### src/pkg/fsc_pkg.sv
// Constants, types and register map for the filter stream control block
package fsc_pkg;

    // Stream widths and channel count
    localparam int unsigned FSC_DATA_W = 16;
    localparam int unsigned FSC_OUT_W  = 17;
    localparam int unsigned FSC_NUM_CH = 3;
    localparam int unsigned FSC_CH_W   =
        (FSC_NUM_CH > 1) ? $clog2(FSC_NUM_CH) : 1;

    // Register byte offsets on the register bus
    localparam logic [7:0] FSC_OFS_CTRL   = 8'h00;
    localparam logic [7:0] FSC_OFS_CCOUNT = 8'h04;
    localparam logic [7:0] FSC_OFS_UNITS  = 8'h08;
    localparam logic [7:0] FSC_OFS_STATUS = 8'h0c;
    localparam logic [7:0] FSC_OFS_RCOUNT = 8'h10;

    // Field positions and reset values
    localparam int unsigned FSC_CTRL_ARCH_LSB = 0;
    localparam int unsigned FSC_STAT_LVL_LSB  = 0;
    localparam int unsigned FSC_STAT_OUT_BIT  = 8;
    localparam int unsigned FSC_STAT_BUSY_BIT = 9;
    localparam int unsigned FSC_STAT_FILL_BIT = 10;
    localparam logic [7:0]  FSC_CCOUNT_RST    = 8'h01;
    localparam logic [3:0]  FSC_UNITS_RST     = 4'h1;

    // Bus response codes
    localparam logic [1:0] FSC_RESP_OKAY   = 2'h0;
    localparam logic [1:0] FSC_RESP_SLVERR = 2'h2;

    // Filter architectures
    typedef enum logic [1:0] {
        FSC_ARCH_PARALLEL                        = 2'b00,
        FSC_ARCH_MULTICYCLE_VARIABLE_ARCHITECTURE = 2'b01,
        FSC_ARCH_MULTIBIT_SERIAL                 = 2'b10,
        FSC_ARCH_SERIAL                          = 2'b11
    } fsc_arch_e;

    // Input beat from the upstream provider
    typedef struct packed {
        logic                  sop;
        logic                  eop;
        logic [FSC_DATA_W-1:0] data;
    } fsc_sink_s;

    // Result beat to the downstream consumer
    typedef struct packed {
        logic                  sop;
        logic                  eop;
        logic [FSC_CH_W-1:0]   chan;
        logic [FSC_OUT_W-1:0]  data;
    } fsc_source_s;

endpackage : fsc_pkg

### src/core/fsc_fifo.sv
// Small input buffer of the stream controller
`timescale 1ns/1ps
`default_nettype none
module fsc_fifo #(
    parameter int unsigned W     = 18,
    parameter int unsigned DEPTH = 6,
    parameter int unsigned LW    = $clog2(DEPTH + 1)
) (
    input  wire logic          mclk,
    input  wire logic          rst_n,
    input  wire logic          in_valid,
    output logic               in_ready,
    input  wire logic [W-1:0]  in_data,
    output logic               out_valid,
    input  wire logic          out_ready,
    output logic [W-1:0]       out_data,
    output logic [LW-1:0]      level
);
    localparam int unsigned AW = (DEPTH > 1) ? $clog2(DEPTH) : 1;

    logic [W-1:0]  mem_reg [DEPTH];
    logic [AW-1:0] wr_reg;
    logic [AW-1:0] rd_reg;
    logic [LW-1:0] cnt_reg;
    wire           push = in_valid & in_ready;
    wire           pop  = out_valid & out_ready;
    wire [AW-1:0]  wr_next = (wr_reg == AW'(DEPTH - 1)) ? '0 : wr_reg + 1'b1;
    wire [AW-1:0]  rd_next = (rd_reg == AW'(DEPTH - 1)) ? '0 : rd_reg + 1'b1;

    // Full and empty come straight from the occupancy count
    assign in_ready  = (cnt_reg != LW'(DEPTH));
    assign out_valid = (cnt_reg != '0);
    assign out_data  = mem_reg[rd_reg];
    assign level     = cnt_reg;

    // Storage is never reset; a reset pulse still empties the buffer by clearing pointers and count
    always_ff @(posedge mclk) begin
        if (push) begin
            mem_reg[wr_reg] <= in_data;
        end
    end

    // Pointers and count are control state
    always_ff @(posedge mclk) begin
        if (!rst_n) begin
            wr_reg  <= '0;
            rd_reg  <= '0;
            cnt_reg <= '0;
        end else begin
            if (push) wr_reg <= wr_next;
            if (pop)  rd_reg <= rd_next;
            cnt_reg <= cnt_reg + LW'(push) - LW'(pop);
        end
    end
endmodule : fsc_fifo
`default_nettype wire

### src/core/fsc_stream_ctrl.sv
// Stream control of the filter core with its register slave
`timescale 1ns/1ps
`default_nettype none
module fsc_stream_ctrl
    import fsc_pkg::*;
#(
    parameter int unsigned BUF_DEPTH = 6,
    parameter int unsigned LW        = $clog2(BUF_DEPTH + 1)
) (
    input  wire logic        mclk,
    input  wire logic        rst_n,
    input  wire logic        clk_en,
    // Register bus
    input  wire logic        s_axi_awvalid,
    output logic             s_axi_awready,
    input  wire logic [7:0]  s_axi_awaddr,
    input  wire logic        s_axi_wvalid,
    output logic             s_axi_wready,
    input  wire logic [31:0] s_axi_wdata,
    input  wire logic [3:0]  s_axi_wstrb,
    output logic             s_axi_bvalid,
    input  wire logic        s_axi_bready,
    output logic [1:0]       s_axi_bresp,
    input  wire logic        s_axi_arvalid,
    output logic             s_axi_arready,
    input  wire logic [7:0]  s_axi_araddr,
    output logic             s_axi_rvalid,
    input  wire logic        s_axi_rready,
    output logic [31:0]      s_axi_rdata,
    output logic [1:0]       s_axi_rresp,
    // Sample input
    input  wire logic        sink_valid,
    output logic             sink_ready,
    input  wire fsc_sink_s   sink_beat,
    // Result output
    output logic             source_valid,
    input  wire logic        source_ready,
    output fsc_source_s      source_beat
);
    localparam logic [FSC_CH_W-1:0] LAST_CH = FSC_CH_W'(FSC_NUM_CH - 1);

    // Control registers
    fsc_arch_e   arch_reg;
    logic [7:0]  ccount_reg;
    logic [3:0]  units_reg;
    logic [31:0] rcount_reg;

    // Stream state
    logic                  ready_en_reg;
    logic                  fill_reg;
    logic                  stage_valid_reg;
    logic [7:0]            stage_cnt_reg;
    logic [FSC_DATA_W-1:0] stage_data_reg;
    logic [FSC_CH_W-1:0]   stage_chan_reg;
    logic [FSC_CH_W-1:0]   in_chan_reg;
    logic                  out_valid_reg;
    fsc_source_s           out_beat_reg;
    logic [FSC_DATA_W-1:0] hist_mem [FSC_NUM_CH];

    // Buffer wires
    logic                  buf_in_ready;
    logic                  buf_out_valid;
    logic [$bits(fsc_sink_s)-1:0] buf_q;
    logic [LW-1:0]         buf_level;
    fsc_sink_s             buf_beat;
    assign buf_beat = fsc_sink_s'(buf_q);

    // Input period in cycles for the selected architecture
    logic [7:0] period;
    wire  [7:0] units8  = (units_reg == '0) ? 8'h01 : {4'h0, units_reg};
    wire  [7:0] width8  = 8'(FSC_DATA_W);
    wire  [7:0] mbs_per = width8 / units8;
    always_comb begin
        unique case (arch_reg)
            FSC_ARCH_PARALLEL:
                period = 8'h01;
            FSC_ARCH_MULTICYCLE_VARIABLE_ARCHITECTURE:
                period = (ccount_reg == '0) ? 8'h01 : ccount_reg;
            FSC_ARCH_MULTIBIT_SERIAL:
                period = (mbs_per == '0) ? 8'h01 : mbs_per;
            FSC_ARCH_SERIAL:
                period = width8 + 8'h01;
        endcase
    end

    // Handshake terms; compute stage and buffer reads freeze while the enable is low
    wire out_free = !out_valid_reg || source_ready;
    wire advance  = clk_en && stage_valid_reg && (stage_cnt_reg == 8'h01)
                    && out_free;
    wire load     = clk_en && buf_out_valid
                    && (!stage_valid_reg || advance);
    wire take     = sink_valid && sink_ready;

    // Accept stays off in reset; refill waits for empty, giving bursts
    assign sink_ready   = rst_n && ready_en_reg && fill_reg
                          && buf_in_ready;
    assign source_valid = rst_n && out_valid_reg;
    assign source_beat  = out_beat_reg;

    // Channel of the sample being loaded; group-first restarts at zero
    wire [FSC_CH_W-1:0] load_chan = buf_beat.sop ? '0 : in_chan_reg;
    wire [FSC_CH_W-1:0] next_chan =
        (load_chan == LAST_CH) ? '0 : load_chan + 1'b1;
    wire [FSC_OUT_W-1:0] result =
        {stage_data_reg[FSC_DATA_W-1], stage_data_reg}
        + {hist_mem[stage_chan_reg][FSC_DATA_W-1],
           hist_mem[stage_chan_reg]};

    fsc_fifo #(
        .W     ($bits(fsc_sink_s)),
        .DEPTH (BUF_DEPTH),
        .LW    (LW)
    ) u_buf (
        .mclk      (mclk),
        .rst_n     (rst_n),
        .in_valid  (take),
        .in_ready  (buf_in_ready),
        .in_data   (sink_beat),
        .out_valid (buf_out_valid),
        .out_ready (load),
        .out_data  (buf_q),
        .level     (buf_level)
    );

    // Accept enable and refill hysteresis run regardless of the enable
    always_ff @(posedge mclk) begin
        if (!rst_n) begin
            ready_en_reg <= 1'b0;
            fill_reg     <= 1'b1;
        end else begin
            ready_en_reg <= 1'b1;
            if (!buf_in_ready)
                fill_reg <= 1'b0;
            else if (buf_level == '0)
                fill_reg <= 1'b1;
        end
    end

    // Compute stage counts the input period down to one
    always_ff @(posedge mclk) begin
        if (!rst_n) begin
            stage_valid_reg <= 1'b0;
            stage_cnt_reg   <= 8'h00;
            in_chan_reg     <= '0;
        end else if (load) begin
            stage_valid_reg <= 1'b1;
            stage_cnt_reg   <= period;
            in_chan_reg     <= next_chan;
        end else if (advance) begin
            stage_valid_reg <= 1'b0;
        end else if (clk_en && stage_valid_reg && stage_cnt_reg != 8'h01) begin
            stage_cnt_reg <= stage_cnt_reg - 8'h01;
        end
    end

    // Sample payload and history are data storage, never reset
    always_ff @(posedge mclk) begin
        if (load) begin
            stage_data_reg <= buf_beat.data;
            stage_chan_reg <= load_chan;
        end
        if (advance) begin
            hist_mem[stage_chan_reg] <= stage_data_reg;
        end
    end

    // Result slot holds until the consumer takes it
    always_ff @(posedge mclk) begin
        if (!rst_n) begin
            out_valid_reg <= 1'b0;
            out_beat_reg  <= '0;
            rcount_reg    <= '0;
        end else begin
            if (advance) begin
                out_valid_reg     <= 1'b1;
                out_beat_reg.data <= result;
                out_beat_reg.chan <= stage_chan_reg;
                out_beat_reg.sop  <= (stage_chan_reg == '0);
                out_beat_reg.eop  <= (stage_chan_reg == LAST_CH);
            end else if (source_ready) begin
                out_valid_reg <= 1'b0;
            end
            if (out_valid_reg && source_ready)
                rcount_reg <= rcount_reg + 32'h1;
        end
    end

    // Register write path: address and data may come in either order
    logic        aw_held_reg;
    logic        w_held_reg;
    logic [7:0]  awaddr_reg;
    logic [31:0] wdata_reg;
    logic        wstrb0_reg;
    logic        bvalid_reg;
    logic [1:0]  bresp_reg;
    wire  wr_fire = aw_held_reg && w_held_reg && !bvalid_reg;
    wire  wr_hit  = (awaddr_reg == FSC_OFS_CTRL)
                    || (awaddr_reg == FSC_OFS_CCOUNT)
                    || (awaddr_reg == FSC_OFS_UNITS);
    wire  wr_en   = wr_fire && wr_hit && wstrb0_reg;
    assign s_axi_awready = !aw_held_reg;
    assign s_axi_wready  = !w_held_reg;
    assign s_axi_bvalid  = bvalid_reg;
    assign s_axi_bresp   = bresp_reg;

    always_ff @(posedge mclk) begin
        if (!rst_n) begin
            aw_held_reg <= 1'b0;
            w_held_reg  <= 1'b0;
            awaddr_reg  <= 8'h00;
            wdata_reg   <= 32'h0;
            wstrb0_reg  <= 1'b0;
            bvalid_reg  <= 1'b0;
            bresp_reg   <= FSC_RESP_OKAY;
        end else begin
            if (s_axi_awvalid && !aw_held_reg) begin
                aw_held_reg <= 1'b1;
                awaddr_reg  <= {s_axi_awaddr[7:2], 2'b00};
            end
            if (s_axi_wvalid && !w_held_reg) begin
                w_held_reg <= 1'b1;
                wdata_reg  <= s_axi_wdata;
                wstrb0_reg <= s_axi_wstrb[0];
            end
            if (wr_fire) begin
                aw_held_reg <= 1'b0;
                w_held_reg  <= 1'b0;
                bvalid_reg  <= 1'b1;
                bresp_reg   <= wr_hit ? FSC_RESP_OKAY : FSC_RESP_SLVERR;
            end else if (bvalid_reg && s_axi_bready) begin
                bvalid_reg <= 1'b0;
            end
        end
    end

    // Control fields all sit in byte lane zero
    always_ff @(posedge mclk) begin
        if (!rst_n) begin
            arch_reg   <= FSC_ARCH_PARALLEL;
            ccount_reg <= FSC_CCOUNT_RST;
            units_reg  <= FSC_UNITS_RST;
        end else if (wr_en) begin
            unique case (awaddr_reg)
                FSC_OFS_CTRL:
                    arch_reg <= fsc_arch_e'(wdata_reg[FSC_CTRL_ARCH_LSB +: 2]);
                FSC_OFS_CCOUNT: ccount_reg <= wdata_reg[7:0];
                FSC_OFS_UNITS:  units_reg  <= wdata_reg[3:0];
                default: ;
            endcase
        end
    end

    // Register read path, answer one cycle after the address is taken
    logic        rvalid_reg;
    logic [31:0] rdata_reg;
    logic [1:0]  rresp_reg;
    logic [31:0] rd_mux;
    logic        rd_hit;
    wire  [7:0]  araddr_w = {s_axi_araddr[7:2], 2'b00};
    wire  [31:0] status_w;
    assign status_w = (32'(buf_level) << FSC_STAT_LVL_LSB)
                    | (32'(out_valid_reg) << FSC_STAT_OUT_BIT)
                    | (32'(stage_valid_reg) << FSC_STAT_BUSY_BIT)
                    | (32'(fill_reg) << FSC_STAT_FILL_BIT);
    assign s_axi_arready = !rvalid_reg;
    assign s_axi_rvalid  = rvalid_reg;
    assign s_axi_rdata   = rdata_reg;
    assign s_axi_rresp   = rresp_reg;

    always_comb begin
        rd_hit = 1'b1;
        unique case (araddr_w)
            FSC_OFS_CTRL:   rd_mux = {30'h0, arch_reg};
            FSC_OFS_CCOUNT: rd_mux = {24'h0, ccount_reg};
            FSC_OFS_UNITS:  rd_mux = {28'h0, units_reg};
            FSC_OFS_STATUS: rd_mux = status_w;
            FSC_OFS_RCOUNT: rd_mux = rcount_reg;
            default: begin
                rd_mux = 32'h0;
                rd_hit = 1'b0;
            end
        endcase
    end

    always_ff @(posedge mclk) begin
        if (!rst_n) begin
            rvalid_reg <= 1'b0;
            rdata_reg  <= 32'h0;
            rresp_reg  <= FSC_RESP_OKAY;
        end else if (s_axi_arvalid && !rvalid_reg) begin
            rvalid_reg <= 1'b1;
            rdata_reg  <= rd_mux;
            rresp_reg  <= rd_hit ? FSC_RESP_OKAY : FSC_RESP_SLVERR;
        end else if (rvalid_reg && s_axi_rready) begin
            rvalid_reg <= 1'b0;
        end
    end

    // Checks on the stream behaviour
    a_reset_outs_low: assert property (@(posedge mclk)
        !rst_n |-> !sink_ready && !source_valid)
        else $error("accept or present high during reset");
    a_release_accept: assert property (@(posedge mclk)
        $rose(rst_n) |=> sink_ready)
        else $error("accept not raised after reset release");
    a_stall_freeze: assert property (@(posedge mclk)
        disable iff (!rst_n)
        !clk_en && stage_valid_reg |=> stage_valid_reg
            && stage_cnt_reg == $past(stage_cnt_reg))
        else $error("compute moved while enable low");
    a_present_drop: assert property (@(posedge mclk)
        disable iff (!rst_n)
        source_valid && source_ready && !advance |=> !source_valid)
        else $error("present stayed high with no result");
    a_full_rate: assert property (@(posedge mclk)
        disable iff (!rst_n)
        arch_reg == FSC_ARCH_PARALLEL && clk_en && stage_valid_reg
            && source_ready |-> advance)
        else $error("parallel mode missed a cycle");
    a_take_counts: assert property (@(posedge mclk)
        disable iff (!rst_n)
        take && !load |=> buf_level == $past(buf_level) + 1'b1)
        else $error("accepted sample not buffered");
    a_group_marks: assert property (@(posedge mclk)
        disable iff (!rst_n)
        source_valid |-> source_beat.sop == (source_beat.chan == '0)
            && source_beat.eop == (source_beat.chan == LAST_CH))
        else $error("group markers disagree with channel");
    a_chan_follows: assert property (@(posedge mclk)
        disable iff (!rst_n)
        advance |=> source_beat.chan == $past(stage_chan_reg))
        else $error("result channel wrong");
    a_period_spacing: assert property (@(posedge mclk)
        disable iff (!rst_n)
        load && clk_en |=> stage_cnt_reg == $past(period))
        else $error("period not loaded");
    a_idle_halts: assert property (@(posedge mclk)
        disable iff (!rst_n)
        !stage_valid_reg && !buf_out_valid |=> !stage_valid_reg)
        else $error("compute ran with empty buffer");
    a_hold_stall: assert property (@(posedge mclk)
        disable iff (!rst_n)
        source_valid && !source_ready |=> source_valid
            && $stable(source_beat))
        else $error("result changed while stalled");
endmodule : fsc_stream_ctrl
`default_nettype wire

### config.mk
export PLATFORM = sky130hd
export DESIGN_NAME = fsc_stream_ctrl
export DESIGN_NICKNAME = d
export VERILOG_FILES = /design/src/pkg/fsc_pkg.sv /design/src/core/fsc_fifo.sv /design/src/core/fsc_stream_ctrl.sv
export SDC_FILE = /design/constraint.sdc
export NUM_CORES = 1
export LEC_CHECK = 0
export ABC_AREA = 1
export BUFFER_PORTS_ARGS = -buffer_cell sky130_fd_sc_hd__buf_4
export CAP_MARGIN = 0
export CORE_ASPECT_RATIO = 0.9
export CORE_MARGIN = 2
export CORE_UTILIZATION = 48
export DETAILED_ROUTE_END_ITERATION = 10
export MAX_ROUTING_LAYER = met4
export PLACE_DENSITY_LB_ADDON = 0.15
export RECOVER_POWER = 100
export SYNTH_ARGS = -nofsm -noshare
export SYNTH_HDL_FRONTEND = slang
export SYNTH_SLANG_ARGS = --single-unit
### constraint.sdc
create_clock -name mclk -period 4.7 [get_ports mclk]
set_input_delay 0.47 -clock mclk [delete_from_list [all_inputs] [get_ports mclk]]
set_output_delay 0.47 -clock mclk [all_outputs]
set_load 0.1 [all_outputs]
After elaboration in Yosys (flattened, before gate mapping). Memory sizes are Yosys's and may differ from the RTL's. A register that Yosys moved wholly into a read port is not among the register bits. Index checks and enable logic that the tools add are counted. W data, S select, Z words.

Add/sub/neg operators: 8. Equality and inequality tests: 18. Div/mod/pow operators: 1. Bitwise operators: 6. Multiplexer cells: 33. Reduce and logical (&&, ||, !) cells: 51.

Operators by type and width (number): $pmux W32 S5 (1); $mux W8 (5); $add A32 B1 Y32 const B (1); $logic_not A8 Y1 (4); $pmux W8 S4 (1); $logic_and A1 B1 Y1 (21); $eq A6 B2 Y1 const B (3); $add A16 B16 Y17 (1); $mux W1 (16); $eq A6 B1 Y1 const B (2); $mux W3 (4); $or A10 B11 Y11 (1); $mux W2 (5); $or A9 B10 Y10 (1); $reduce_bool A2 Y1 (5); $or A3 B9 Y9 (1); $div A5 B8 Y8 const A (1); $eq A2 B2 Y1 const B (4); $eq A8 B1 Y1 const B (1); $ne A8 B1 Y1 const B (1); $reduce_and A2 Y1 (4); $sub A8 B1 Y8 const B (1); $add A3 B1 Y3 const B (2); $eq A3 B3 Y1 const B (2); 18 further kinds (29).

Output and inout port bits: 64. Memory bits (writable): 156. Word-level logic and storage cells: 148. Memories kept: 2. Register bits after elaboration: 163. Input bits: 80.

Memory list: u_buf.mem_reg (words 6, bits a word 18, rd ports 1, clocked after Yosys merged registers in 1, write ports 1, RTL line fsc_fifo.sv:21) `logic [W-1:0] mem_reg [DEPTH];`; hist_mem (words 3, bits a word 16, rd ports 1, clocked after Yosys merged registers in 1, write ports 1, RTL line fsc_stream_ctrl.sv:58) `logic [FSC_DATA_W-1:0] hist_mem [FSC_NUM_CH];`.

Longest topological paths before layout. Gate-level depths: netlist of the first run.

Word-level depth: 8. Gate-level depth with buffers: 40. Gate-level depth less buffers: 40.

Modules after synthesis. From an unflattened synthesis of the first run, not the netlist that was laid out.

Cell total of the unflattened synthesis: 1564. Area total of the unflattened synthesis: 14427.6 um^2.

By module, submodules not included: fsc_stream_ctrl (seq. area each 4704.5 um^2, cells an instance 1176, area each 9650.5 um^2, times used 1); fsc_fifo (seq. area each 3483.3 um^2, cells an instance 388, area each 4777.1 um^2, times used 1).

Worst setup path before layout of the first run. OpenSTA, ideal clock, no wires.

Path kind: flip-flop to flip-flop. Start: register units_reg[2]. End: register stage_cnt_reg[0]. Setup slack: -0.224 ns. Clock period less this slack: 4.924 ns. Setup time: 0.122 ns. Buffers on the path: 0. Data required time: 4.578 ns. Stages on the path, launching flop included: 37. Arrival: 4.802 ns. Path through: dfxtp_1 > nor2_8 > o21ai_4 > ha_1 > nand3_2 > nand3_4 > nand2_1 > ha_1 > nand2_1 > nand4_4 > inv_1 > o21ai_0 > ha_1 > inv_1 > nor3_1 > o21bai_1 > inv_1 > nand2_2 > inv_2 > nand3_4 > nand2_1 > o21ai_0 > inv_1 > ha_1 > inv_1 > nor2_1 > nand3_1 > nand3_2 > nor2_4 > o21ai_0 > ha_1 > nand2_1 > a21oi_1 > nor2_1 > nand3_1 > nand2_1 > a21oi_2.

Cells in the longest elaborated chain, start to end: 7.

RTL lines: from (decl) (RTL line fsc_stream_ctrl.sv:45) `logic [3:0] units_reg;`; from (signal assigned) (RTL line fsc_stream_ctrl.sv:247) `FSC_OFS_UNITS: units_reg <= wdata_reg[3:0];`; $logic_not A4 Y1 (RTL line fsc_stream_ctrl.sv:70) `wire [7:0] units8 = (units_reg == '0) ? 8'h01 : {4'h0, units_reg};`; $mux W4 * (RTL line fsc_stream_ctrl.sv:70); $div A5 B8 Y8 * (RTL line fsc_stream_ctrl.sv:72) `wire [7:0] mbs_per = width8 / units8;`; $logic_not A8 Y1 (RTL line fsc_stream_ctrl.sv:80) `period = (mbs_per == '0) ? 8'h01 : mbs_per;`; $mux W8 * (RTL line fsc_stream_ctrl.sv:80); $pmux W8 S4 * (RTL line fsc_stream_ctrl.sv:74) `unique case (arch_reg)`; $mux W8 * (RTL line fsc_stream_ctrl.sv:145) `end else if (load) begin`; to (signal assigned) (RTL line fsc_stream_ctrl.sv:147) `stage_cnt_reg <= period;`; to (signal assigned) (RTL line fsc_stream_ctrl.sv:152) `stage_cnt_reg <= stage_cnt_reg - 8'h01;`; to (decl) (RTL line fsc_stream_ctrl.sv:52) `logic [7:0] stage_cnt_reg;`.

Mark *: on every way between the ends. The rest lies on a longest branch, timed or not. A chain may end at the register's enable or synchronous reset.

Worst setup path after layout of the first run.
Start: register units_reg[3]. End: register stage_cnt_reg[0].

The elaborated chain is that of the path after synthesis.

==> metrics list, run 1 <==
* Number of pins with negative max-slew slack in the final report: 117
* Number of flip-flops in the largest register: 102
- Clock tree skew after final layout: 0.0168 ns
* Number of clock sinks: 316
* Ratio of total power to cell area: 502 nW/µm²
- The min-delay analysis places its worst path in the category in -> reg.
- Routability congestion estimate from global placement: 0.852
* Average wire per cell in the routed design: 15.2 µm
- sky130_fd_sc_hd__edfxtp_1 takes more of the synthesized area than any other cell.
- Combined global-route utilization of all metal layers: 20.7%
- Count of H-tree levels built during CTS: 2
* RR Startpoint: units_reg[3]
* Outcome: finished, violations left
* Gr ovfl total: 0
- Static timing analysis puts the maximum clock frequency at 0.223 GHz.
- Post-layout min period: 4.48 ns
- OpenSTA, run right after detailed placement, puts the worst setup slack at -0.0215 ns.
* Portion of the post-synthesis area used by sequential elements: 57.7%
* Mapped Cells: 1481
- Count of nets after finishing: 1731
* Final Hold Fails: 0
* Post-detailed-routing wire length: 30700 µm
* Number of flops mapped to enable cells by yosys: 168
- Summing every instance area after synthesis gives 13900 µm².
- The first detailed-routing pass took 5 iterations.
* Most frequent standard cell in the layout excluding fill and tap cells: sky130_fd_sc_hd__nand2_1
- Violated checks: max-capacitance violations, max-slew violations
* FF-to-FF End: stage_cnt_reg[0]
- Peak ir drop on the vdd network: 0.393 mV
- Across the run, the number of max-cap violations was 4.
- Sw Share: 31.4%
- The most critical setup path has its startpoint at units_reg[3].
- Die boundary height: 165 µm
* Clock root buffer master: sky130_fd_sc_hd__clkbuf_16
- For the pin with the worst max-slew slack, the measured transition is 2.92 ns.
- Ratio of cells with drive above 1 in the final layout: 11.1%
- 0 antenna diodes ended up in the layout.
- Relative to the synthesized area, the layout overhead comes to 17.8%.
- For this run, the leading register cell type out of synthesis is sky130_fd_sc_hd__edfxtp_1.
- DRC violation count after routing: 0
- Averaged over all synthesized cells, the footprint is 9.37 µm².
- Number of DRC markers after the initial detailed-route iteration: 766
- The number of global-route vias before repair came to 9785.
- Skew-Pair Late Insertion Delay: 0.53 ns
- After synthesis, the share of flip-flops with an asynchronous set or reset is 0%.
- STA classifies the critical path endpoint as a register.
* Area enclosed by the die boundary: 30300 µm²
- The number of cells on the worst reg-to-reg path is 36.
* Total negative slack for setup checks: 0 ns
- The share of synthesized area in the top cell type comes to 36.4%.
- Antenna violation net count after detailed routing: 0
- Summing all flip-flop and latch instances after layout gives 8020 µm².
* Number of fillers in the final layout: 2623
* Combinational share of power: 24.5%
* Antenna violations before repair: 0
- Max-Slew Margin vs Limit: -96.1%
* Largest cells by area after synthesis: sky130_fd_sc_hd__edfxtp_1 36%, sky130_fd_sc_hd__dfxtp_1 21%, sky130_fd_sc_hd__nand2_1 6.4%, sky130_fd_sc_hd__a21oi_1 6.2%, sky130_fd_sc_hd__o21ai_0 4.9%
* Die Wd: 183 µm
- Num rows: 59
- In this run the power spent charging and discharging nets is 2.58 mW.
* Via-to-Cell Ratio: 5.29
- Leakage Power: 6.18 nW
* Starting density of the core: 48.4%
- Relative contribution of the clock network to total power: 35.8%
* Share of the cycle needed by the critical path after routing: 95.4%
* Smallest setup slack after layout: 0.218 ns
- Slowest Stage Delay on Critical Path: 0.37 ns
* Largest net degree at the start of global routing: 113
* Number of top-level pins: 144
- Data arrival time of the critical path: 4.88 ns
- Setup-violating endpoint count in the final report: 0
- Highest fanout seen on the critical path: 4
- The critical path ends at stage_cnt_reg[0].
- At the worst endpoint, the required time is 5.10 ns.
* Setup slack of the most critical reg-to-reg path: 0.22 ns
- For this run, the number of Yosys warnings is 0.
- Wire length of the first global-routing pass: 49300 µm
* Max stage delay cell, worst path: sky130_fd_sc_hd__dfxtp_4
- Internal power comes to 5.63 mW.
- Buffers placed on the I/O ports in this run total 109.
- TritonCTS clock tree: yes
- Count of cell types in the netlist: 51
* Sequential cell fraction of total power: 39.7%
- In the layout the commonest cells are 232 x sky130_fd_sc_hd__nand2_1, 172 x sky130_fd_sc_hd__a21oi_1, 168 x sky130_fd_sc_hd__edfxtp_1.
- The floorplan step defined a core boundary enclosing 28600 µm².
- Counting the buffers created by CTS gives 36.
* CTS clk-pin slew, worst paths: 0.06 ns
- Total via count in the routed design: 10634
- The worst setup path is launched from a register.
- Area taken by multi-input logic gates: 5200 µm²
* HPWL after detailed placement: 20100 µm
* Number of synthesized register bits: 316
* Path type of the worst setup path: reg -> reg
* Largest buffer count on any clock path: 3
## final cells by class
class	count	share of cell area (%)
tap	366	2.80
clock buffer	45	5.90
multi-input combinational	955	31.8
sequential	316	49.1
timing repair buffer	156	5.05
clock inverter	20	1.83
inverter	154	3.55
## metrics by stage
| stage | util, % | hold WS, ns | total power [mW] | cell area (µm²) | std cells |
|---|---|---|---|---|---|
| 6_report | 57.1 | 0.165 | 8.21 | 16300 | 2012 |
| 5_1_grt | 57.1 | 0.177 | 8.69 | 16300 | 2012 |
| 4_1_cts | 57.7 | 0.140 | 8.32 | 16500 | 2000 |
| 3_5_place_dp | 53.3 | 0.457 | 5.36 | 15300 | 1935 |
| 3_3_place_gp | 53.3 | 0.452 | 5.32 | 15300 | 1935 |
| 2_1_floorplan | - | 0.435 | 4.85 | 13900 | 1482 |
## synth_stat cells, types with 2 or more instances
library cell	count
sky130_fd_sc_hd__ha_1	30
sky130_fd_sc_hd__edfxtp_1	168
sky130_fd_sc_hd__nand2_2	10
sky130_fd_sc_hd__a21oi_1	173
sky130_fd_sc_hd__o21a_1	2
sky130_fd_sc_hd__and2_1	2
sky130_fd_sc_hd__a21oi_2	2
sky130_fd_sc_hd__nor3_1	19
sky130_fd_sc_hd__nand3_2	4
sky130_fd_sc_hd__nand2_1	235
sky130_fd_sc_hd__a31oi_1	3
sky130_fd_sc_hd__xnor2_1	8
sky130_fd_sc_hd__o21ai_0	136
sky130_fd_sc_hd__o21ai_4	2
sky130_fd_sc_hd__nand3_4	2
sky130_fd_sc_hd__nand4_1	23
sky130_fd_sc_hd__dfxtp_1	148
sky130_fd_sc_hd__nor4_1	6
sky130_fd_sc_hd__clkinv_1	6
sky130_fd_sc_hd__nor2_4	2
sky130_fd_sc_hd__o221ai_1	2
sky130_fd_sc_hd__nor2_1	142
sky130_fd_sc_hd__a211oi_1	2
sky130_fd_sc_hd__fa_1	2
sky130_fd_sc_hd__o22ai_1	33
sky130_fd_sc_hd__a32o_1	17
sky130_fd_sc_hd__o21ba_2	2
sky130_fd_sc_hd__o211ai_1	5
sky130_fd_sc_hd__clkbuf_1	47
sky130_fd_sc_hd__nand3_1	45
sky130_fd_sc_hd__inv_2	4
sky130_fd_sc_hd__buf_1	7
sky130_fd_sc_hd__nor2_2	2
sky130_fd_sc_hd__o21bai_1	8
sky130_fd_sc_hd__xor2_1	21
sky130_fd_sc_hd__buf_4	3
sky130_fd_sc_hd__inv_1	144
## how the worst min path moves through the flow
stage	to	cells past startpoint	startpoint	slack (ns)
final	awaddr_reg[4]	3	s_axi_awaddr[4]	0.16
after global routing	wstrb0_reg	3	s_axi_wstrb[0]	0.18
after CTS	u_buf.mem_reg[0][14]	1	sink_beat[14]	0.14
after detailed placement	s_axi_rdata[2]	2	s_axi_rdata[2]	0.46
after global placement	rcount_reg[31]	2	rcount_reg[31]	0.45
after floorplan	register	1	u_buf.rd_reg[0]	0.44
## metal layers
layer  share of wire [%]  vias to the layer above  global-route usage (%)
met4                 1.8                        0                    4.98
li1                    -                     5399                       -
met5                   0                        -                       -
met3                 4.2                       48                    3.03
met2                  44                      209                    31.4
met1                  50                     4978                    29.4
## cells by family after synthesis
kind of cell    count (synthesis)  share of synthesized area [%]
compound gates                392                           15.9
xor+xnor                       29                           1.83
fa+ha+maj                      32                           2.99
buf+inv                       211                           5.79
flops                         316                           57.7
other cells                     1                         0.0270
simple gates                  500                           15.8
## power groups by stage
stage,clock network [mW],logic (mW),registers [mW]
floorplan,0,1.42,3.43
global placement,0,2.01,3.31
detailed placement,0,2.04,3.32
CTS,3.00,2.05,3.26
global route,3.11,2.29,3.29
finish,2.94,2.01,3.26
## critical path, delay by kind of cell (launching register included)
family / cells / cell delay [ns]
and+or+nand+nor: 17 / 1.46
buffers and inverters: 6 / 0.36
DFF: 1 / 0.37
xor gates and xnor gates: 1 / 0.17
adders and majority gates: 5 / 1.39
AOI/OAI and AO/OA: 7 / 0.64
## repair_timing
action,in CTS,in global routing
gates resized for setup,2,36
pin swaps,0,20
hold buffers,0,0
hold endpoints to repair,0,0
setup buffers,0,12
setup endpoints to repair,1,1
Note: power is estimated with default switching activity, not from simulation.
==> inputs of run 2 (changes only) <==
--- a/config.mk
+++ b/config.mk
@@ -8,7 +8,6 @@
 export ABC_AREA = 1
 export BUFFER_PORTS_ARGS = -buffer_cell sky130_fd_sc_hd__buf_4
 export CAP_MARGIN = 0
-export CORE_ASPECT_RATIO = 0.9
 export CORE_MARGIN = 2
 export CORE_UTILIZATION = 48
 export DETAILED_ROUTE_END_ITERATION = 10
==> run 2 against run 1 <==
The flow still finishes with violations (max-capacitance violations, max-slew violations). Sequential power is essentially flat. Sequential share of layout area grew 0.54 points. Largest cell class unchanged. Clock power shrank 12%. Clock skew shrank 0.0039 ns. Highest routed layer unchanged. Hold slack gained 0.027 ns. Worst setup slack lost 0.022 ns.
==> metrics list, run 2 (same netlist as run 1, synthesis figures left out) <==
- Internal power comes to 5.35 mW.
- In this run the tightest slew margin relative to its limit is -11.0%.
* Peak ir drop on the vdd network: 0.216 mV
* Via-to-Cell Ratio: 5.19
- Number of buffers created by CTS: 34
* Most frequent standard cell in the layout excluding fill and tap cells: sky130_fd_sc_hd__nand2_1
- Clock tree skew after final layout: 0.0130 ns
* Count of nets after finishing: 1723
- Commonest non-fill, non-tap cells in the layout: 231 x sky130_fd_sc_hd__nand2_1, 172 x sky130_fd_sc_hd__a21oi_1, 168 x sky130_fd_sc_hd__edfxtp_1
- Slowest Stage Delay on Critical Path: 0.37 ns
* Antenna violation net count after detailed routing: 0
* Count of H-tree levels built during CTS: 2
- Adding up every negative setup slack in the final design gives 0 ns.
- Worst slack on hold paths: 0.192 ns
- The final reports fail on max-capacitance violations, max-slew violations.
- Number of fillers in the final layout: 2663
* Setup-violating endpoint count in the final report: 0
- STA puts the critical path data arrival time at 4.90 ns.
- Dividing the final minimum period by the clock period gives 95.8%.
- The sequential cells in the finished layout cover a total of 8020 µm².
- The critical path starts at units_reg[3].
- Per report_power, the sequential group accounts for 41.7% of the total.
- After detailed routing, the total wire length is 30400 µm.
* Average wire per cell in the routed design: 15.1 µm
- Most used cell, CP: sky130_fd_sc_hd__inv_2
- Worst min-delay path class: in -> reg
- The routed layout has 10480 vias.
- The die is 174 µm tall.
- The floorplan has 62 rows.
- Fmax: 0.222 GHz
- For this run, design rule violations remaining after detail routing come to 0.
- In this run switching power makes up 31.7% of total power.
- Buffers placed on the I/O ports in this run total 109.
* CTS clk-pin slew, worst paths: 0.06 ns
* Area taken by multi-input logic gates: 5230 µm²
- In this run the worst path has a maximum fanout of 4.
- In this run the static leakage power is 6.07 nW.
- Hold-fix buffer count after cts: 0
* Number of top-level pins: 144
- The critical path is of the reg -> reg type.
- In this run the most critical hold path is launched from s_axi_awaddr[7].
- The post-route netlist has 10.3% of its cells at a drive strength greater than 1.
* Crit-path leading delay family: simple AND/OR/NAND/NOR gates
* Die Wd: 174 µm
* Ratio of total power to cell area: 484 nW/µm²
* Vias in the first global route: 9788
- The number of antenna diodes in the final layout is 0.
- At the end of routability-driven placement, the weighted congestion stood at 0.852.
* Post-layout min period: 4.50 ns
* Nature of the critical path endpoint: register
- The flow ran to the end, but the final reports show violations.
- Relative to the synthesized area, the layout overhead comes to 16.5%.
- Largest buffer count on any clock path: 3
* Max stage delay cell, worst path: sky130_fd_sc_hd__dfxtp_4
* RR Startpoint: units_reg[3]
* Combinational share of power: 25.3%
- Number of DRC markers after the initial detailed-route iteration: 661
- Skew-Pair Late Insertion Delay: 0.51 ns
- Number of flip-flops in the largest register: 102
- Number of iterations in the first detailed-routing pass: 5
- The number of endpoints with negative hold slack in the final report was 0.
- The first global-routing pass estimated 49600 µm of wire.
* Starting density of the core: 48.6%
* MaxCap Viol Count: 4
- TritonCTS clock tree: yes
- At the pin with the least slew margin, the transition time is 1.66 ns.
- Summing internal, switching and leakage power gives 7.83 mW.
* Worst-case setup slack after placement: -0.0458 ns
- The die covers 30300 µm².
* Total net switching power: 2.48 mW
- Once detailed placement completed, the half-perimeter wirelength came to 19900 µm.
* Gr ovfl total: 0
* Number of buffer and inverter instances along the worst setup path: 7
* Core Footprint: 28500 µm²
- The number of antenna violations at the first check in global routing came to 0.
* Largest net degree at the start of global routing: 87
* Number of pins with negative max-slew slack in the final report: 99
- In this run, the clock network consumes 33.0% of the power.
* Smallest setup slack after layout: 0.196 ns
- Number of clock sinks: 316
- At the worst endpoint, the required time is 5.10 ns.
* Combined global-route utilization of all metal layers: 20.4%
* Clock root buffer master: sky130_fd_sc_hd__clkbuf_16
- STA classifies the critical path startpoint as a register.
-- run 2: cell types whose count changed in the layout (fill, tap and decap cells not counted), sizes merged --
| cell | before | now |
|---|---|---|
| inv | 150 | 149 |
| bufinv | 6 | 3 |
| clkbuf | 140 | 138 |
| clkinvlp | 2 | 1 |
| buf | 61 | 57 |
-- run 2: what timing repair did --
action	in CTS	in global routing
setup buffers	0	10
gates cloned	0	0
pin swaps	0	15
endpoints found under the setup margin	1	1
resized for setup	2	36
-- run 2: area by class of cell --
type	count	share of cell area (%)
Timing Repair Buffer	150	4.83
Clock inverter	15	1.03
Multi-Input combinational cell	955	32.3
Inverter	154	3.61
Tap cell	384	2.97
Sequential cell	316	49.6
Clock buffer	45	5.64
-- run 2: per-stage QoR --
| stage | std cells | instance area (µm²) | utilization (%) |
|---|---|---|---|
| after detailed placement | 1949 | 15300 | 53.4 |
| after global placement | 1949 | 15300 | 53.4 |
| after CTS | 2009 | 16300 | 57.2 |
| after global routing | 2019 | 16200 | 56.6 |
| after floorplan | 1482 | 13900 | - |
| final | 2019 | 16200 | 56.6 |
-- run 2: path summary, 6_finish.rpt --
check | end | slack (ns) | depth (start not counted)
hold reg to reg | s_axi_rdata[6] | 0.47 | 2
setup / recovery | stage_cnt_reg[0] | 0.20 | 37
setup reg to reg | stage_cnt_reg[0] | 0.20 | 37
hold / removal | awaddr_reg[7] | 0.19 | 3
-- run 2: power groups by stage --
stage / sequential [mW] / combinational, mW / clock, mW
after floorplan: 3.43 / 1.42 / 0
after global placement: 3.31 / 2.00 / 0
after detailed placement: 3.32 / 2.02 / 0
after CTS: 3.26 / 2.03 / 2.64
after global routing: 3.29 / 2.26 / 2.76
final: 3.26 / 1.98 / 2.58
-- run 2: per-layer routing --
layer | vias to the layer above | wire length, µm | track usage [%]
met4 | 0 | 711 | 5.53
li1 | 5367 | - | -
met2 | 185 | 13500 | 31.1
met1 | 4869 | 14800 | 28.7
met5 | - | 0 | -
met3 | 59 | 1350 | 3.11
-- run 2: tightest hold or removal path, delay by kind of cell --
kind	cells	cell delay, ns
AND/OR/NAND/NOR	2	0.11
buffers and inverters	1	0.08
==> inputs of run 3 (changes only) <==
--- a/config.mk
+++ b/config.mk
@@ -16,4 +16,5 @@
 export RECOVER_POWER = 100
 export SYNTH_ARGS = -nofsm -noshare
 export SYNTH_HDL_FRONTEND = slang
+export SYNTH_HIERARCHICAL = 1
 export SYNTH_SLANG_ARGS = --single-unit
==> run 3 against run 2 <==
The flow still finishes with violations (max-capacitance violations, max-slew violations). Clock-buffer cell count rose by 7. Flip-flop and latch count did not move. Total power fell by 2.7%. Utilization rose by 0.17 points. Clock skew rose by 0.0042 ns. Largest power group unchanged. First-iteration DRC count rose by 0.91%. Via count rose by 3.3%. Hold slack got worse by 0.024 ns.
==> metrics list, run 3 <==
- The flow ran to the end, but the final reports show violations.
- Violated checks: max-capacitance violations, max-slew violations
* Number of synthesis warnings: 6
- The number of buffers and inverters on the critical path is 5.
- The library cells used most frequently in the layout, excluding fill and tap cells, are 268 x sky130_fd_sc_hd__nand2_1, 168 x sky130_fd_sc_hd__edfxtp_1, 153 x sky130_fd_sc_hd__inv_1.
* Ratio of total power to cell area: 463 nW/µm²
* RR Startpoint: units_reg[3]
* Total net switching power: 2.36 mW
- Count of nets after finishing: 1793
- The register with the most flip-flops in the layout has 102 of them.
- Number of clock sinks: 316
- Highest fanout seen on the critical path: 6
- In this run switching power makes up 31.0% of total power.
* Number of iterations in the first detailed-routing pass: 5
* Wire length of the first global-routing pass: 52300 µm
- Inst Count DP: 2019
* Fmax: 0.222 GHz
- Summing over every cut layer, the via total after detailed routing is 10825.
- Path type of the worst setup path: reg -> reg
- Gr ovfl total: 0
* Clock root buffer master: sky130_fd_sc_hd__clkbuf_16
- Cells with a size suffix above 1 make up 11.0% of the layout.
* Setup-violating endpoint count in the final report: 0
- The worst register-to-register path has a depth of 42.
* Number of DRC markers after the initial detailed-route iteration: 667
- Peak ir drop on the vdd network: 0.260 mV
* DRC violation count after routing: 0
- Area enclosed by the die boundary: 31000 µm²
- Once the floorplan was initialized, standard cells occupied 49.1% of the core.
- Antenna violations before repair: 1
- The cell family contributing the most delay on the critical path is simple AND/OR/NAND/NOR gates.
- A synthesized cell averages 9.18 µm².
- Count of cells along the worst hold path: 3
- Count of H-tree levels built during CTS: 2
* Skew-Pair Late Insertion Delay: 0.53 ns
* Via-to-Cell Ratio: 5.17
- The floorplan step set the die height to 176 µm.
- The number of global-route vias before repair is 10436.
- Antenna violation net count after detailed routing: 0
- TritonCTS clock tree: yes
- Setup slack of the most critical reg-to-reg path: 0.19 ns
* Combinational share of power: 22.0%
- Slowest Stage Delay on Critical Path: 0.35 ns
* CTS clk-pin slew, worst paths: 0.06 ns
- After detailed routing, the total wire length is 32400 µm.
- Most used cell, CP: sky130_fd_sc_hd__nand2_2
* HPWL after detailed placement: 21500 µm
* Largest net degree at the start of global routing: 79
* Required time reported for the critical path endpoint: 5.12 ns
- The core region is 28900 µm².
- Hold-critical path endpoint: wdata_reg[2]
* Largest buffer count on any clock path: 3
- Number of buffers created by CTS: 36
- Hold-fix buffer count after cts: 0
- Internal power consumption: 5.25 mW
- Mapped Cells: 1548
- STA classifies the critical path endpoint as a register.
- Slew at the pin closest to its max-slew limit: 2.04 ns
- For this run, the total global-route usage over all layers was measured as 21.4%.
* Worst min-delay path class: in -> reg
- Hold path start: s_axi_wdata[2]
- Number of pins with negative max-slew slack in the final report: 160
- Excluding fillers, the count of instances in the completed layout stands at 2093.
- Relative area change from synthesis to final layout: 15.7%
- Sequential cell fraction of total power: 42.8%
- The synthesized netlist occupies a cell area of 14200 µm².
- For this design, the slowest cell found on the critical path is sky130_fd_sc_hd__dfxtp_2.
- The filler cells instantiated in the layout total 2654.
* Share of the cycle needed by the critical path after routing: 95.9%
* Die Wd: 176 µm
- Dividing the detail-routed wire length by the instance count gives 15.5 µm.
- Core occupancy in the finished layout: 56.8%
* Worst slack on hold paths: 0.168 ns
* Num rows: 62
- Final cell area excluding filler cells: 16400 µm²
- Post-layout min period: 4.51 ns
* Routability congestion estimate from global placement: 0.851
- In this run the tool buffered the top-level ports with 109 buffer cells.
- Number of top-level pins: 144
* MaxCap Viol Count: 4
* Power consumption: 7.62 mW
- Leakage Power: 6.33 nW
* Final Hold Fails: 0
- Relative contribution of the clock network to total power: 35.2%
- Placed standard-cell area: 15500 µm²
* Data arrival time of the critical path: 4.92 ns
* Clock tree skew after final layout: 0.0172 ns
- Most frequent standard cell in the layout excluding fill and tap cells: sky130_fd_sc_hd__nand2_1
- The worst pin sits at a relative slew slack of -36.2%.
- The worst register-to-register path ends at stage_cnt_reg[0].
- CP Launch Type: register
==> run 3: worst max path at each step <==
stage | startpoint | end | slack [ns] | cells after the start
floorplan | units_reg[2] | stage_cnt_reg[0] | 0.0002 | 38
global placement | units_reg[0] | stage_cnt_reg[0] | 0.11 | 39
detailed placement | units_reg[0] | stage_cnt_reg[0] | -0.13 | 39
CTS | units_reg[0] | stage_cnt_reg[0] | 0.04 | 39
global route | units_reg[2] | stage_cnt_reg[0] | -0.09 | 42
finish | units_reg[3] | stage_cnt_reg[0] | 0.19 | 42
==> run 3: repair_timing <==
action,CTS,global route
hold endpoints to repair,0,0
resized for setup,8,34
pin swaps,1,13
setup endpoints to repair,1,1
buffers inserted,1,7
==> run 3: metrics by stage <==
step / setup TNS (ns) / setup WS [ns]
finish: 0 / 0.192
detailed placement: -0.131 / -0.131
global placement: 0 / 0.105
floorplan: 0 / 0.000156
global route: -0.0932 / -0.0932
CTS: 0 / 0.0374
==> run 3: worst register-to-register path, delay by kind of cell (launching register included) <==
kind	cells	cell delay, ns
flops	1	0.35
fa+ha+maj	5	0.98
simple gates	26	2.14
compound gates	6	0.58
buf+inv	5	0.33
==> run 3: layout make-up <==
type | instances | area (µm²) | share of cell area (%)
inverters | 169 | 641 | 3.90
multi-input cells | 1008 | 5370 | 32.7
diodes | 1 | 2.50 | 0.0152
flip-flops and latches | 316 | 8010 | 48.7
clock inverters | 13 | 113 | 0.685
clock buffers | 52 | 1030 | 6.29
repair buffers | 150 | 781 | 4.75
well taps | 384 | 480 | 2.92
==> run 3: metal layers <==
layer | routed length [µm] | global-route usage [%] | up-vias | part of all wire [%]
met3 | 1420 | 2.97 | 55 | 4.4
met5 | 0 | - | - | 0
met4 | 542 | 5.68 | 0 | 1.7
met1 | 15600 | 29.9 | 5027 | 48
li1 | - | - | 5546 | -
met2 | 14800 | 33.2 | 197 | 46
==> run 3: power by group through the flow <==
stage	Clock [mW]	Sequential [mW]	Combinational [mW]
floorplan	0	3.38	1.20
global placement	0	3.31	1.67
detailed placement	0	3.31	1.69
CTS	2.74	3.26	1.70
global route	2.87	3.28	1.89
finish	2.68	3.26	1.68
